===== config.mk =====
export PLATFORM = sky130hd
export DESIGN_NAME = dds_parallel_config_port
export DESIGN_NICKNAME = d
export VERILOG_FILES = /design/src/verilog/dds_port_pkg.sv /design/src/verilog/dds_parallel_config_port.sv /design/src/verilog/pin_sync.sv
export SDC_FILE = /design/constraint.sdc
export NUM_CORES = 1
export LEC_CHECK = 0
export BUFFER_PORTS_ARGS = -buffer_cell sky130_fd_sc_hd__buf_4
export CORE_ASPECT_RATIO = 0.7
export CORE_MARGIN = 3
export CORE_UTILIZATION = 35
export DETAILED_ROUTE_END_ITERATION = 10
export GPL_TIMING_DRIVEN = 0
export HOLD_SLACK_MARGIN = 0.12
export SLEW_MARGIN = 20
export SYNTH_ARGS = -nofsm -noshare
export SYNTH_HDL_FRONTEND = slang
export SYNTH_SLANG_ARGS = --single-unit

===== constraint.sdc =====
create_clock -name clk -period 2.9 [get_ports clk]
set_clock_uncertainty 0.2 [all_clocks]
set_input_delay 0 -clock clk [delete_from_list [all_inputs] [get_ports clk]]
set_output_delay 0 -clock clk [all_outputs]
set_load 0.005 [all_outputs]

===== src/verilog/dds_port_pkg.sv =====
/*
 * Shared constants, register map and carrier types for the parallel
 * configuration port of the synthesizer.
 * Assumes a single core clock domain; pins are synchronised on entry.
 */
`default_nettype none

package dds_port_pkg;

    // ========================================================
    // bus and map geometry
    localparam int unsigned DATA_W   = 8;
    localparam int unsigned NUM_REGS = 11;

    // ========================================================
    // byte offsets
    localparam logic [7:0] OFS_CTRL1_B0 = 8'h00;
    localparam logic [7:0] OFS_CTRL1_B1 = 8'h01;
    localparam logic [7:0] OFS_CTRL1_B2 = 8'h02;
    localparam logic [7:0] OFS_CTRL1_B3 = 8'h03;
    localparam logic [7:0] OFS_CTRL2_B0 = 8'h04;
    localparam logic [7:0] OFS_CTRL2_B1 = 8'h05;
    localparam logic [7:0] OFS_DAC_LO   = 8'h06;
    localparam logic [7:0] OFS_DAC_HI   = 8'h07;
    localparam logic [7:0] OFS_DAC_RS2  = 8'h08;
    localparam logic [7:0] OFS_DAC_RS3  = 8'h09;
    localparam logic [7:0] OFS_TUNE_B0  = 8'h0a;
    localparam logic [7:0] OFS_LAST     = OFS_TUNE_B0;

    // ========================================================
    // reset values, index 0 in the low byte
    localparam logic [NUM_REGS-1:0][7:0] RESET_VALS = {
        8'h00, 8'h00, 8'h7f, 8'h13, 8'hff, 8'h14,
        8'h32, 8'h00, 8'h00, 8'h00, 8'h00
    };

    // ========================================================
    // field positions
    localparam int unsigned LSB_FIRST_BIT  = 7;
    localparam int unsigned PROFILE_HI_BIT = 6;
    localparam int unsigned PROFILE_LO_BIT = 4;
    localparam int unsigned SYNC_DIS_BIT   = 3;
    localparam int unsigned DIRECT_SW_BIT  = 0;
    localparam int unsigned FSC_HI_BITS    = 2;
    localparam int unsigned FSC_W          = 10;

    localparam logic [7:0] READ_FILL       = 8'h00;

    // ========================================================
    // carrier types
    typedef struct packed {
        logic              csN;
        logic              readNotWrite;
        logic [DATA_W-1:0] data;
    } pin_in_t;

    typedef struct packed {
        logic             lsbFirst;
        logic [2:0]       profileSel;
        logic             syncClkDisable;
        logic             directSwitch;
        logic [FSC_W-1:0] dacFullscaleCode;
        logic [7:0]       frequencyTuningWordB0;
    } ctrl_t;

endpackage : dds_port_pkg

`default_nettype wire


===== src/verilog/dds_parallel_config_port.sv =====
/*
 * Parallel byte-wide address/data configuration port with buffered and
 * active register banks and an update strobe sampled by the sync clock.
 * Assumes the port clock, chip select, direction and bus arrive from an
 * external host and are slow enough to be oversampled by clk.
 */
`default_nettype none

module dds_parallel_config_port
    import dds_port_pkg::*;
#(
    parameter int unsigned SYNC_HALF = 2
) (
    input  wire logic              clk,          // core clock 50 MHz
    input  wire logic              srst,         // sync reset, high
    input  wire logic              ce,           // clock enable
    input  wire logic              portClk,      // host port clock pin
    input  wire logic              csN,          // chip select, low
    input  wire logic              readNotWrite, // high read, low write
    input  wire logic [DATA_W-1:0] busIn,        // bus pin level
    output var  logic [DATA_W-1:0] busOut,       // bus drive value
    output var  logic              busOeN,       // low while driving
    input  wire logic              ioUpdate,     // transfer strobe pin
    output var  logic              syncClkOut,   // sync clock output
    output var  logic [NUM_REGS-1:0][7:0] activeRegs, // active bank
    output var  ctrl_t             ctrl          // decoded controls
);

    // ========================================================
    // pin synchronisers
    localparam int unsigned PIN_W = $bits(pin_in_t);
    localparam pin_in_t PIN_IDLE = '{csN: 1'b1, readNotWrite: 1'b0,
                                     data: '0};

    pin_in_t pinRaw;
    pin_in_t pinSync;
    logic    portClkSync;
    logic    portClkPrev;
    logic    ioUpdSync;

    assign pinRaw = '{csN: csN, readNotWrite: readNotWrite, data: busIn};

    pin_sync #(
        .W         (PIN_W),
        .RESET_VAL (PIN_IDLE)
    ) u_pinSync (
        .clk     (clk),
        .srst    (srst),
        .ce      (ce),
        .asyncIn (pinRaw),
        .syncOut (pinSync)
    );

    pin_sync #(
        .W         (2),
        .RESET_VAL (2'h0)
    ) u_ctlSync (
        .clk     (clk),
        .srst    (srst),
        .ce      (ce),
        .asyncIn ({portClk, ioUpdate}),
        .syncOut ({portClkSync, ioUpdSync})
    );

    always_ff @(posedge clk) begin
        if (srst) begin
            portClkPrev <= 1'b0;
        end else if (ce) begin
            portClkPrev <= portClkSync;
        end
    end

    // ========================================================
    // decode
    // port clock rising edges advance the port
    wire pclkRise = ce & portClkSync & ~portClkPrev;
    wire selected = ~pinSync.csN;

    // ========================================================
    // port state machine
    typedef enum logic [1:0] {
        ST_IDLE,
        ST_DATA,
        ST_DONE
    } port_state_t;

    port_state_t stateReg;
    port_state_t stateNext;
    logic [7:0]  addrReg;
    logic        isReadReg;

    logic [NUM_REGS-1:0][7:0] bufRegs;

    wire addrOk   = (addrReg <= OFS_LAST);
    wire [3:0] addrIdx = addrReg[3:0];
    wire [7:0] readByte = addrOk ? bufRegs[addrIdx] : READ_FILL;
    wire dataEdge = (stateReg == ST_DATA) & pclkRise & selected;
    wire writeHit = dataEdge & ~isReadReg & addrOk;
    wire readHit  = dataEdge & isReadReg;

    always_comb begin
        stateNext = stateReg;
        case (stateReg)
            ST_IDLE: begin
                if (pclkRise && selected) begin
                    stateNext = ST_DATA;
                end
            end
            ST_DATA: begin
                if (pclkRise) begin
                    stateNext = ST_DONE;
                end
            end
            ST_DONE: begin
                if (pclkRise) begin
                    stateNext = ST_IDLE;
                end
            end
            default: begin
                stateNext = ST_IDLE;
            end
        endcase
        if (~selected) begin
            stateNext = ST_IDLE;
        end
    end

    always_ff @(posedge clk) begin
        if (srst) begin
            stateReg <= ST_IDLE;
        end else if (ce) begin
            stateReg <= stateNext;
        end
    end

    // address and direction on first edge
    always_ff @(posedge clk) begin
        if (srst) begin
            addrReg   <= 8'h00;
            isReadReg <= 1'b0;
        end else if (pclkRise && selected && stateReg == ST_IDLE) begin
            addrReg   <= pinSync.data;
            isReadReg <= pinSync.readNotWrite;
        end
    end

    // ========================================================
    // bus driver
    // drive read byte after second edge
    always_ff @(posedge clk) begin
        if (srst) begin
            busOut <= 8'h00;
            busOeN <= 1'b1;
        end else if (ce) begin
            if (~selected || (stateReg == ST_DONE && pclkRise)) begin
                busOeN <= 1'b1;
            end else if (readHit) begin
                busOut <= readByte;
                busOeN <= 1'b0;
            end
        end
    end

    // ========================================================
    // buffer bank
    // write byte on second edge
    always_ff @(posedge clk) begin
        if (srst) begin
            bufRegs <= RESET_VALS;
        end else if (writeHit) begin
            bufRegs[addrIdx] <= pinSync.data;
        end
    end

    // ========================================================
    // sync clock divider
    logic [7:0] divCntReg;
    logic       syncClkReg;
    wire        divWrap  = ce & (divCntReg == 8'(SYNC_HALF - 1));
    wire        syncTick = divWrap & ~syncClkReg;

    always_ff @(posedge clk) begin
        if (srst) begin
            divCntReg  <= 8'h00;
            syncClkReg <= 1'b0;
            syncClkOut <= 1'b0;
        end else if (ce) begin
            divCntReg  <= divWrap ? 8'h00 : divCntReg + 8'h01;
            syncClkReg <= divWrap ? ~syncClkReg : syncClkReg;
            syncClkOut <= (divWrap ? ~syncClkReg : syncClkReg)
                          & ~ctrl.syncClkDisable;
        end
    end

    // ========================================================
    // update transfer
    logic updLevelReg;
    wire  updateFire = syncTick & ioUpdSync & ~updLevelReg;

    always_ff @(posedge clk) begin
        if (srst) begin
            updLevelReg <= 1'b0;
        end else if (syncTick) begin
            updLevelReg <= ioUpdSync;
        end
    end

    always_ff @(posedge clk) begin
        if (srst) begin
            activeRegs <= RESET_VALS;
        end else if (updateFire) begin
            activeRegs <= bufRegs;
        end
    end

    wire ctrl_t ctrlNext = '{
        lsbFirst:       bufRegs[OFS_CTRL1_B2][LSB_FIRST_BIT],
        profileSel:     bufRegs[OFS_CTRL1_B2][PROFILE_HI_BIT:PROFILE_LO_BIT],
        syncClkDisable: bufRegs[OFS_CTRL1_B2][SYNC_DIS_BIT],
        directSwitch:   bufRegs[OFS_CTRL1_B2][DIRECT_SW_BIT],
        dacFullscaleCode: {bufRegs[OFS_DAC_HI][FSC_HI_BITS-1:0],
                           bufRegs[OFS_DAC_LO]},
        frequencyTuningWordB0: bufRegs[OFS_TUNE_B0]
    };

    wire ctrl_t ctrlReset = '{
        lsbFirst:       RESET_VALS[OFS_CTRL1_B2][LSB_FIRST_BIT],
        profileSel:  RESET_VALS[OFS_CTRL1_B2][PROFILE_HI_BIT:PROFILE_LO_BIT],
        syncClkDisable: RESET_VALS[OFS_CTRL1_B2][SYNC_DIS_BIT],
        directSwitch:   RESET_VALS[OFS_CTRL1_B2][DIRECT_SW_BIT],
        dacFullscaleCode: {RESET_VALS[OFS_DAC_HI][FSC_HI_BITS-1:0],
                           RESET_VALS[OFS_DAC_LO]},
        frequencyTuningWordB0: RESET_VALS[OFS_TUNE_B0]
    };

    always_ff @(posedge clk) begin
        if (srst) begin
            ctrl <= ctrlReset;
        end else if (updateFire) begin
            ctrl <= ctrlNext;
        end
    end
endmodule : dds_parallel_config_port

`default_nettype wire


===== src/verilog/pin_sync.sv =====
/*
 * Two-flop synchroniser for a group of asynchronous inputs.
 * Assumes the group changes slowly relative to clk; only the second
 * flop is visible outside.
 */
`default_nettype none

module pin_sync #(
    parameter int unsigned W              = 1,
    parameter logic [W-1:0] RESET_VAL     = '0
) (
    input  wire logic         clk,       // core clock
    input  wire logic         srst,      // sync reset, high
    input  wire logic         ce,        // clock enable
    input  wire logic [W-1:0] asyncIn,   // pin level
    output var  logic [W-1:0] syncOut    // synchronised level
);

    logic [W-1:0] stage1Reg;

    always_ff @(posedge clk) begin
        if (srst) begin
            stage1Reg <= RESET_VAL;
            syncOut   <= RESET_VAL;
        end else if (ce) begin
            stage1Reg <= asyncIn;
            syncOut   <= stage1Reg;
        end
    end

endmodule : pin_sync

`default_nettype wire


# --- Word-level counts from Yosys, hierarchy flattened ---
# Cells that the tools add are included.
classes:
  muxes: 15
  eq_ne: 6
  n_addsub: 1
  bitwise_logic: 19
  order_cmp: 3
  n_reduce_logical: 10
op_table:
  columns: ["operator", "n"]
  rows:
  - ["bitwise mux 88 bit", 1]
  - ["binary-select mux 8 bit (select 4 bit)", 1]
  - ["demux 8 bit (select 4 bit)", 1]
  - ["2-to-1 mux 8 bit", 4]
  - ["AND 1 bit", 12]
  - ["inequality test 3 x 2 -> 1 bit (second input constant)", 3]
  - ["adder 8 x 1 -> 8 bit (second input constant)", 1]
  - ["== test 8 x 1 -> 1 bit (second input constant)", 1]
  - ["<= comparator 8 x 4 -> 1 bit (second input constant)", 1]
  - ["2-to-1 mux 2 bit", 4]
  - ["inverter 1 bit", 7]
  - ["one-hot mux 2 bit (3 select lines)", 1]
  - ["< comparator 4 x 5 -> 1 bit (second input constant)", 1]
  - [">= comparator 4 x 1 -> 1 bit (second input constant)", 1]
  - ["logical AND 1 bit", 4]
  - ["AND reduction 4 bit", 1]
  - ["2-to-1 mux 1 bit", 3]
  - ["AND reduction 3 bit", 1]
  - ["== test 2 x 1 -> 1 bit (second input constant)", 1]
  - ["== test 2 bit (second input constant)", 1]
  - ["logical NOT 2 bit", 1]
  - ["AND reduction 2 bit", 1]
  - ["nonzero test 2 bit", 1]
  - ["logical OR 1 bit", 1]
totals:
  word_cells: 95
  inputBits: 15
  regBits: 248

# --- Logic depth before layout (Yosys ltp) ---
depth:
  word_depth: 7
  mapped_depth: 13
  mapped_depth_nobuf: 10

# --- Hierarchy ---
# Synthesis repeated with hierarchy kept, for this count alone.
hier_totals:
  hier_cells: 1034
  hier_area_um2: 9673.0
by_module_without_submodules:
  columns: ["mod", "n_inst", "cells_each", "area_each_um2", "seq_area_each_um2"]
  rows:
  - ["dds_parallel_config_port", 1, 957, 8824.7, 4164.0]
  - ["pin_sync at u_pinSync", 1, 64, 708.2, 400.4]
  - ["pin_sync at u_ctlSync", 1, 13, 140.1, 80.1]

# --- Least setup slack after synthesis ---
# No wires, ideal clock.
synth_path:
  kind: "reg-to-reg"
  from: "register divCntReg[0]"
  to: "register activeRegs[33] (netlist bit)"
  stages_incl_launch_ff: 13
  slack_ns: 0.342
  t_required_ns: 2.578
  setup_time_ns: 0.122
  arrival_time_ns: 2.236
  path_cell_list: "dfxtp_1 > ha_1 > nor4b_1 > nand2_1 > inv_1 > ha_1 > nand2_1 > or2_2 > clkbuf_1 > clkbuf_1 > buf_1 > nand2_1 > nand3b_1"
synth_between:
  elab_chain_cells: 5
synth_lines:
  columns: ["item", "line_no", "rtl"]
  rows:
  - ["start: declaration", "dds_parallel_config_port.sv:177", "logic [7:0] divCntReg;"]
  - ["start signal: assignment", "dds_parallel_config_port.sv:188", "divCntReg <= divWrap ? 8'h00 : divCntReg + 8'h01;"]
  - ["== test 8 x 1 -> 1 bit", "dds_parallel_config_port.sv:179", "wire divWrap = ce & (divCntReg == 8'(SYNC_HALF - 1));"]
  - ["AND 1 bit", "dds_parallel_config_port.sv:179", null]
  - ["AND 1 bit", "dds_parallel_config_port.sv:180", "wire syncTick = divWrap & ~syncClkReg;"]
  - ["net syncTick", "dds_parallel_config_port.sv:180", null]
  - ["AND 1 bit (2 in a row)", "dds_parallel_config_port.sv:198", "wire updateFire = syncTick & ioUpdSync & ~updLevelReg;"]
  - ["end signal: assignment", "dds_parallel_config_port.sv:212", "activeRegs <= bufRegs;"]
  - ["end: declaration", "dds_parallel_config_port.sv:25", "output var logic [NUM_REGS-1:0][7:0] activeRegs,"]
# The timed path passes the listed nets, and every way through them passes these cells.
# A chain may end at the register's enable or synchronous reset.

# --- Worst setup path after layout ---
layout_path:
  from: "register divCntReg[0]"
  to: "register activeRegs[60] (netlist bit)"
# The elaborated chain is that of the path after synthesis.

==> summary.txt <==
Final layout
  – Share of layout cells above drive strength 1: 0.195
  – Nets: 1288
  – # diodes: 0
  – Area Overhead vs Synth: 26.5%
  – Fin util: 0.453
  – Register Area: 4640 um2
  – Multi-input logic area: 4460 um2
  – Filler cells: 2692

CTS
  – Clock buffer depth: 3
  – CTS Buf Count: 23
  – Worst-Skew Late Latency: 0.51 ns
  – Clock slew at reported path FFs: 0.07 ns
  – CTS Root Buffer Type: clkbuf_16
  – CTS H-Tree Depth: 1
  – CTS tree: done
  – CTS Sinks: 232

Timing
  – PnR worst setup slack: 0.232 ns
  – Final Max Slew Viols: 0
  – Achievable Freq: 375 MHz
  – WHS: 0.235 ns
  – Hold Vio Cnt, Final: 0
  – Fin crit share: 0.920
  – RSZ-0062 raised after global routing: false
  – Setup violators final: 0
  – Post-layout min period: 2.67 ns
  – Slew headroom: 0.391
  – Worst slew pin tran: 0.907 ns

Synth
  – Ys flop type: dfxtp_1
  – Synth Register Bits: 232
  – Post-Syn Nets: 1102
  – Largest area contributor in the netlist: dfxtp_1
  – Post-synth top cells: 232 x dfxtp_1, 199 x nand2_1, 122 x a21oi_1
  – Sequential share of the synthesized area: 0.482
  – Synth top area share: 0.482
  – Yosys Warn Count: 0
  – Post-Syn Instances: 1084
  – Most numerous cell in the Yosys netlist: dfxtp_1
  – Netlist Area Pre-Place: 9640 um2
  – Post-synth EDFFs: 0
  – Ys async rst share: 0
  – Synth area leaders: dfxtp_1 48%, nand2_1 7.7%, a21oi_1 6.3%, mux2i_1 6.0%, mux4_2 3.7%
  – Synth cell types: 53
  – Avg Inst Size Synth: 8.89 um2

Routing
  – Drt pass-1 iters: 5
  – Starting DRC count in detailed routing: 1051
  – DR vias: 8636
  – DRT Wirelength: 32.1 mm
  – Post-DR wirelength/cell: 19.4 um
  – Residual DRC: 0
  – Avg Vias per Cell: 5.24
  – Detail Route Antenna Nets: 0

Setup path
  – R2R setup slack: 0.23 ns
  – Crit Path Max Fanout: 10
  – CP startpoint kind: flip-flop
  – WP data arrival: 2.91 ns
  – Crit end category: flip-flop
  – Required @ worst endpoint: 3.14 ns
  – CP Class: flip-flop to flip-flop

Placement
  – Port buffer count: 135
  – Post-place setup slack: -0.635 ns
  – Post-DP HPWL: 23.6 mm
  – Routability cong.: 0.951

Die
  – I/O pins: 137
  – Die X: 204 um
  – Initial cell density of the core: 0.358
  – CORE AREA: 26900 um2
  – Num rows: 50
  – Die H: 145 um
  – Full die area: 29600 um2

Power and ir drop
  – NetSw: 1.44 mW
  – P_leak: 4.76 nW
  – Clock power share: 0.472
  – Overall Power: 6.59 mW
  – PwrDens: 541 nW/um2
  – Combinational share of power: 0.038
  – Internal: 5.16 mW
  – Share of power burned in registers: 0.490
  – Maximum vdd drop: 0.000330 V
  – Sw Share: 0.218

Status
  – Status: finished, final reports clean

GRT
  – First-pass GRT wire length: 47.9 mm
  – Gr usage total: 0.209
  – Vias in the first global route: 8048
  – Largest net degree at the start of global routing: 17
  – Initial antenna violation count: 0
  – Total grt overflow: 0

Min path
  – Min-Delay Path Class: primary input to flip-flop

Run
  – MaxCap Viol Count: 0
## power by group through the flow
stage | combinational (mW) | sequential [mW] | clock [mW]
3_5_place_dp | 0.219 | 3.30 | 0
4_1_cts | 0.249 | 3.23 | 3.14
2_1_floorplan | 0.135 | 3.29 | 0
6_report | 0.252 | 3.23 | 3.11
3_3_place_gp | 0.217 | 3.30 | 0
5_1_grt | 0.275 | 3.23 | 3.26
## metrics by stage
stage,setup TNS [ns],area [um2],instances
after floorplan,0,9640,1084
after global placement,-27.12,11100,1583
after detailed placement,-27.41,11100,1583
after CTS,0,12200,1647
after global routing,0,12200,1648
final,0,12200,1648
## registers in the layout, indices dropped and copies added, names as in the netlist, 2 cells and up
register	cells
busOut	8
addrReg	8
stateReg	2
u_ctlSync.stage1Reg	2
divCntReg	8
u_pinSync.stage1Reg	10
u_ctlSync.syncOut	2
u_pinSync.syncOut	10
bufRegs	88
ctrl	9
activeRegs	79
## layout make-up
class,instances,area share
sequential,232,0.381
multi-input combinational,733,0.365
timing repair buffer,163,0.107
clock buffer,32,0.0541
buffer,111,0.0444
tap,364,0.0373
clock inverter,7,0.00903
inverter,6,0.00185
## critical path: stages (launching register included)
cell,delay (ns)
dfxtp_1,0.47
ha_1,0.19
nor4b_2,0.27
nand2_1,0.12
inv_1,0.07
ha_1,0.17
nand2_1,0.14
nor2_4,0.15
buf_12,0.14
clkbuf_2,0.21
buf_2,0.27
nand2_1,0.09
nand3b_1,0.08
## final timing paths
path                        from              endpoint  cells after the start
hold / removal                ce  u_pinSync.syncOut[9]                      4
setup / recovery    divCntReg[0]        activeRegs[60]                     12
hold reg to reg   activeRegs[72]        activeRegs[72]                      2
setup reg to reg    divCntReg[0]        activeRegs[60]                     12
## per-layer routing
| metal | track usage | share of wire | wire (um) | vias up |
|---|---|---|---|---|
| li1 | - | - | - | 4110 |
| met1 | 0.313 | 0.47 | 15100 | 4113 |
| met2 | 0.318 | 0.42 | 13500 | 372 |
| met3 | 0.0398 | 0.091 | 2920 | 41 |
| met4 | 0.0373 | 0.015 | 481 | 0 |
| met5 | 0.00162 | 0 | 0 | - |
## placed cells by master, fill, tap and decap left out, types with 4 or more instances in the layout
cell type and count:
xor2_1 6, dlygate4sd3_1 27, nand4_1 4, clkbuf_8 5, nor2b_1 6, nand2_1 199, nor2_1 53, inv_1 6
a221o_1 7, a2bb2oi_1 6, buf_2 22, nand3_1 57, and3_1 20, a2111oi_0 6, nand3b_1 23, buf_4 160
a21oi_1 122, nand2b_1 37, mux4_2 16, clkbuf_1 64, clkinv_2 4, clkbuf_16 23, o21ai_0 43, mux2i_1 58
dfxtp_1 232, a211o_1 24
## logic make-up after synthesis
logic type | share of synthesized area
AO/OA/AOI/OAI | 0.139
flip-flops | 0.482
adder cells (fa/ha/maj) | 0.00389
XOR/XNOR | 0.00545
AND/OR/NAND/NOR | 0.214
multiplexers | 0.0976
buffers and inverters | 0.0584
## timing repair
action,CTS,global route
buffers inserted,0,1
hold buffers,27,0
hold endpoints to repair,39,0
gates resized for setup,8,7
pin swaps,0,1
endpoints found under the setup margin,88,80
gates cloned,0,0
(Power assumes the default switching activity.)
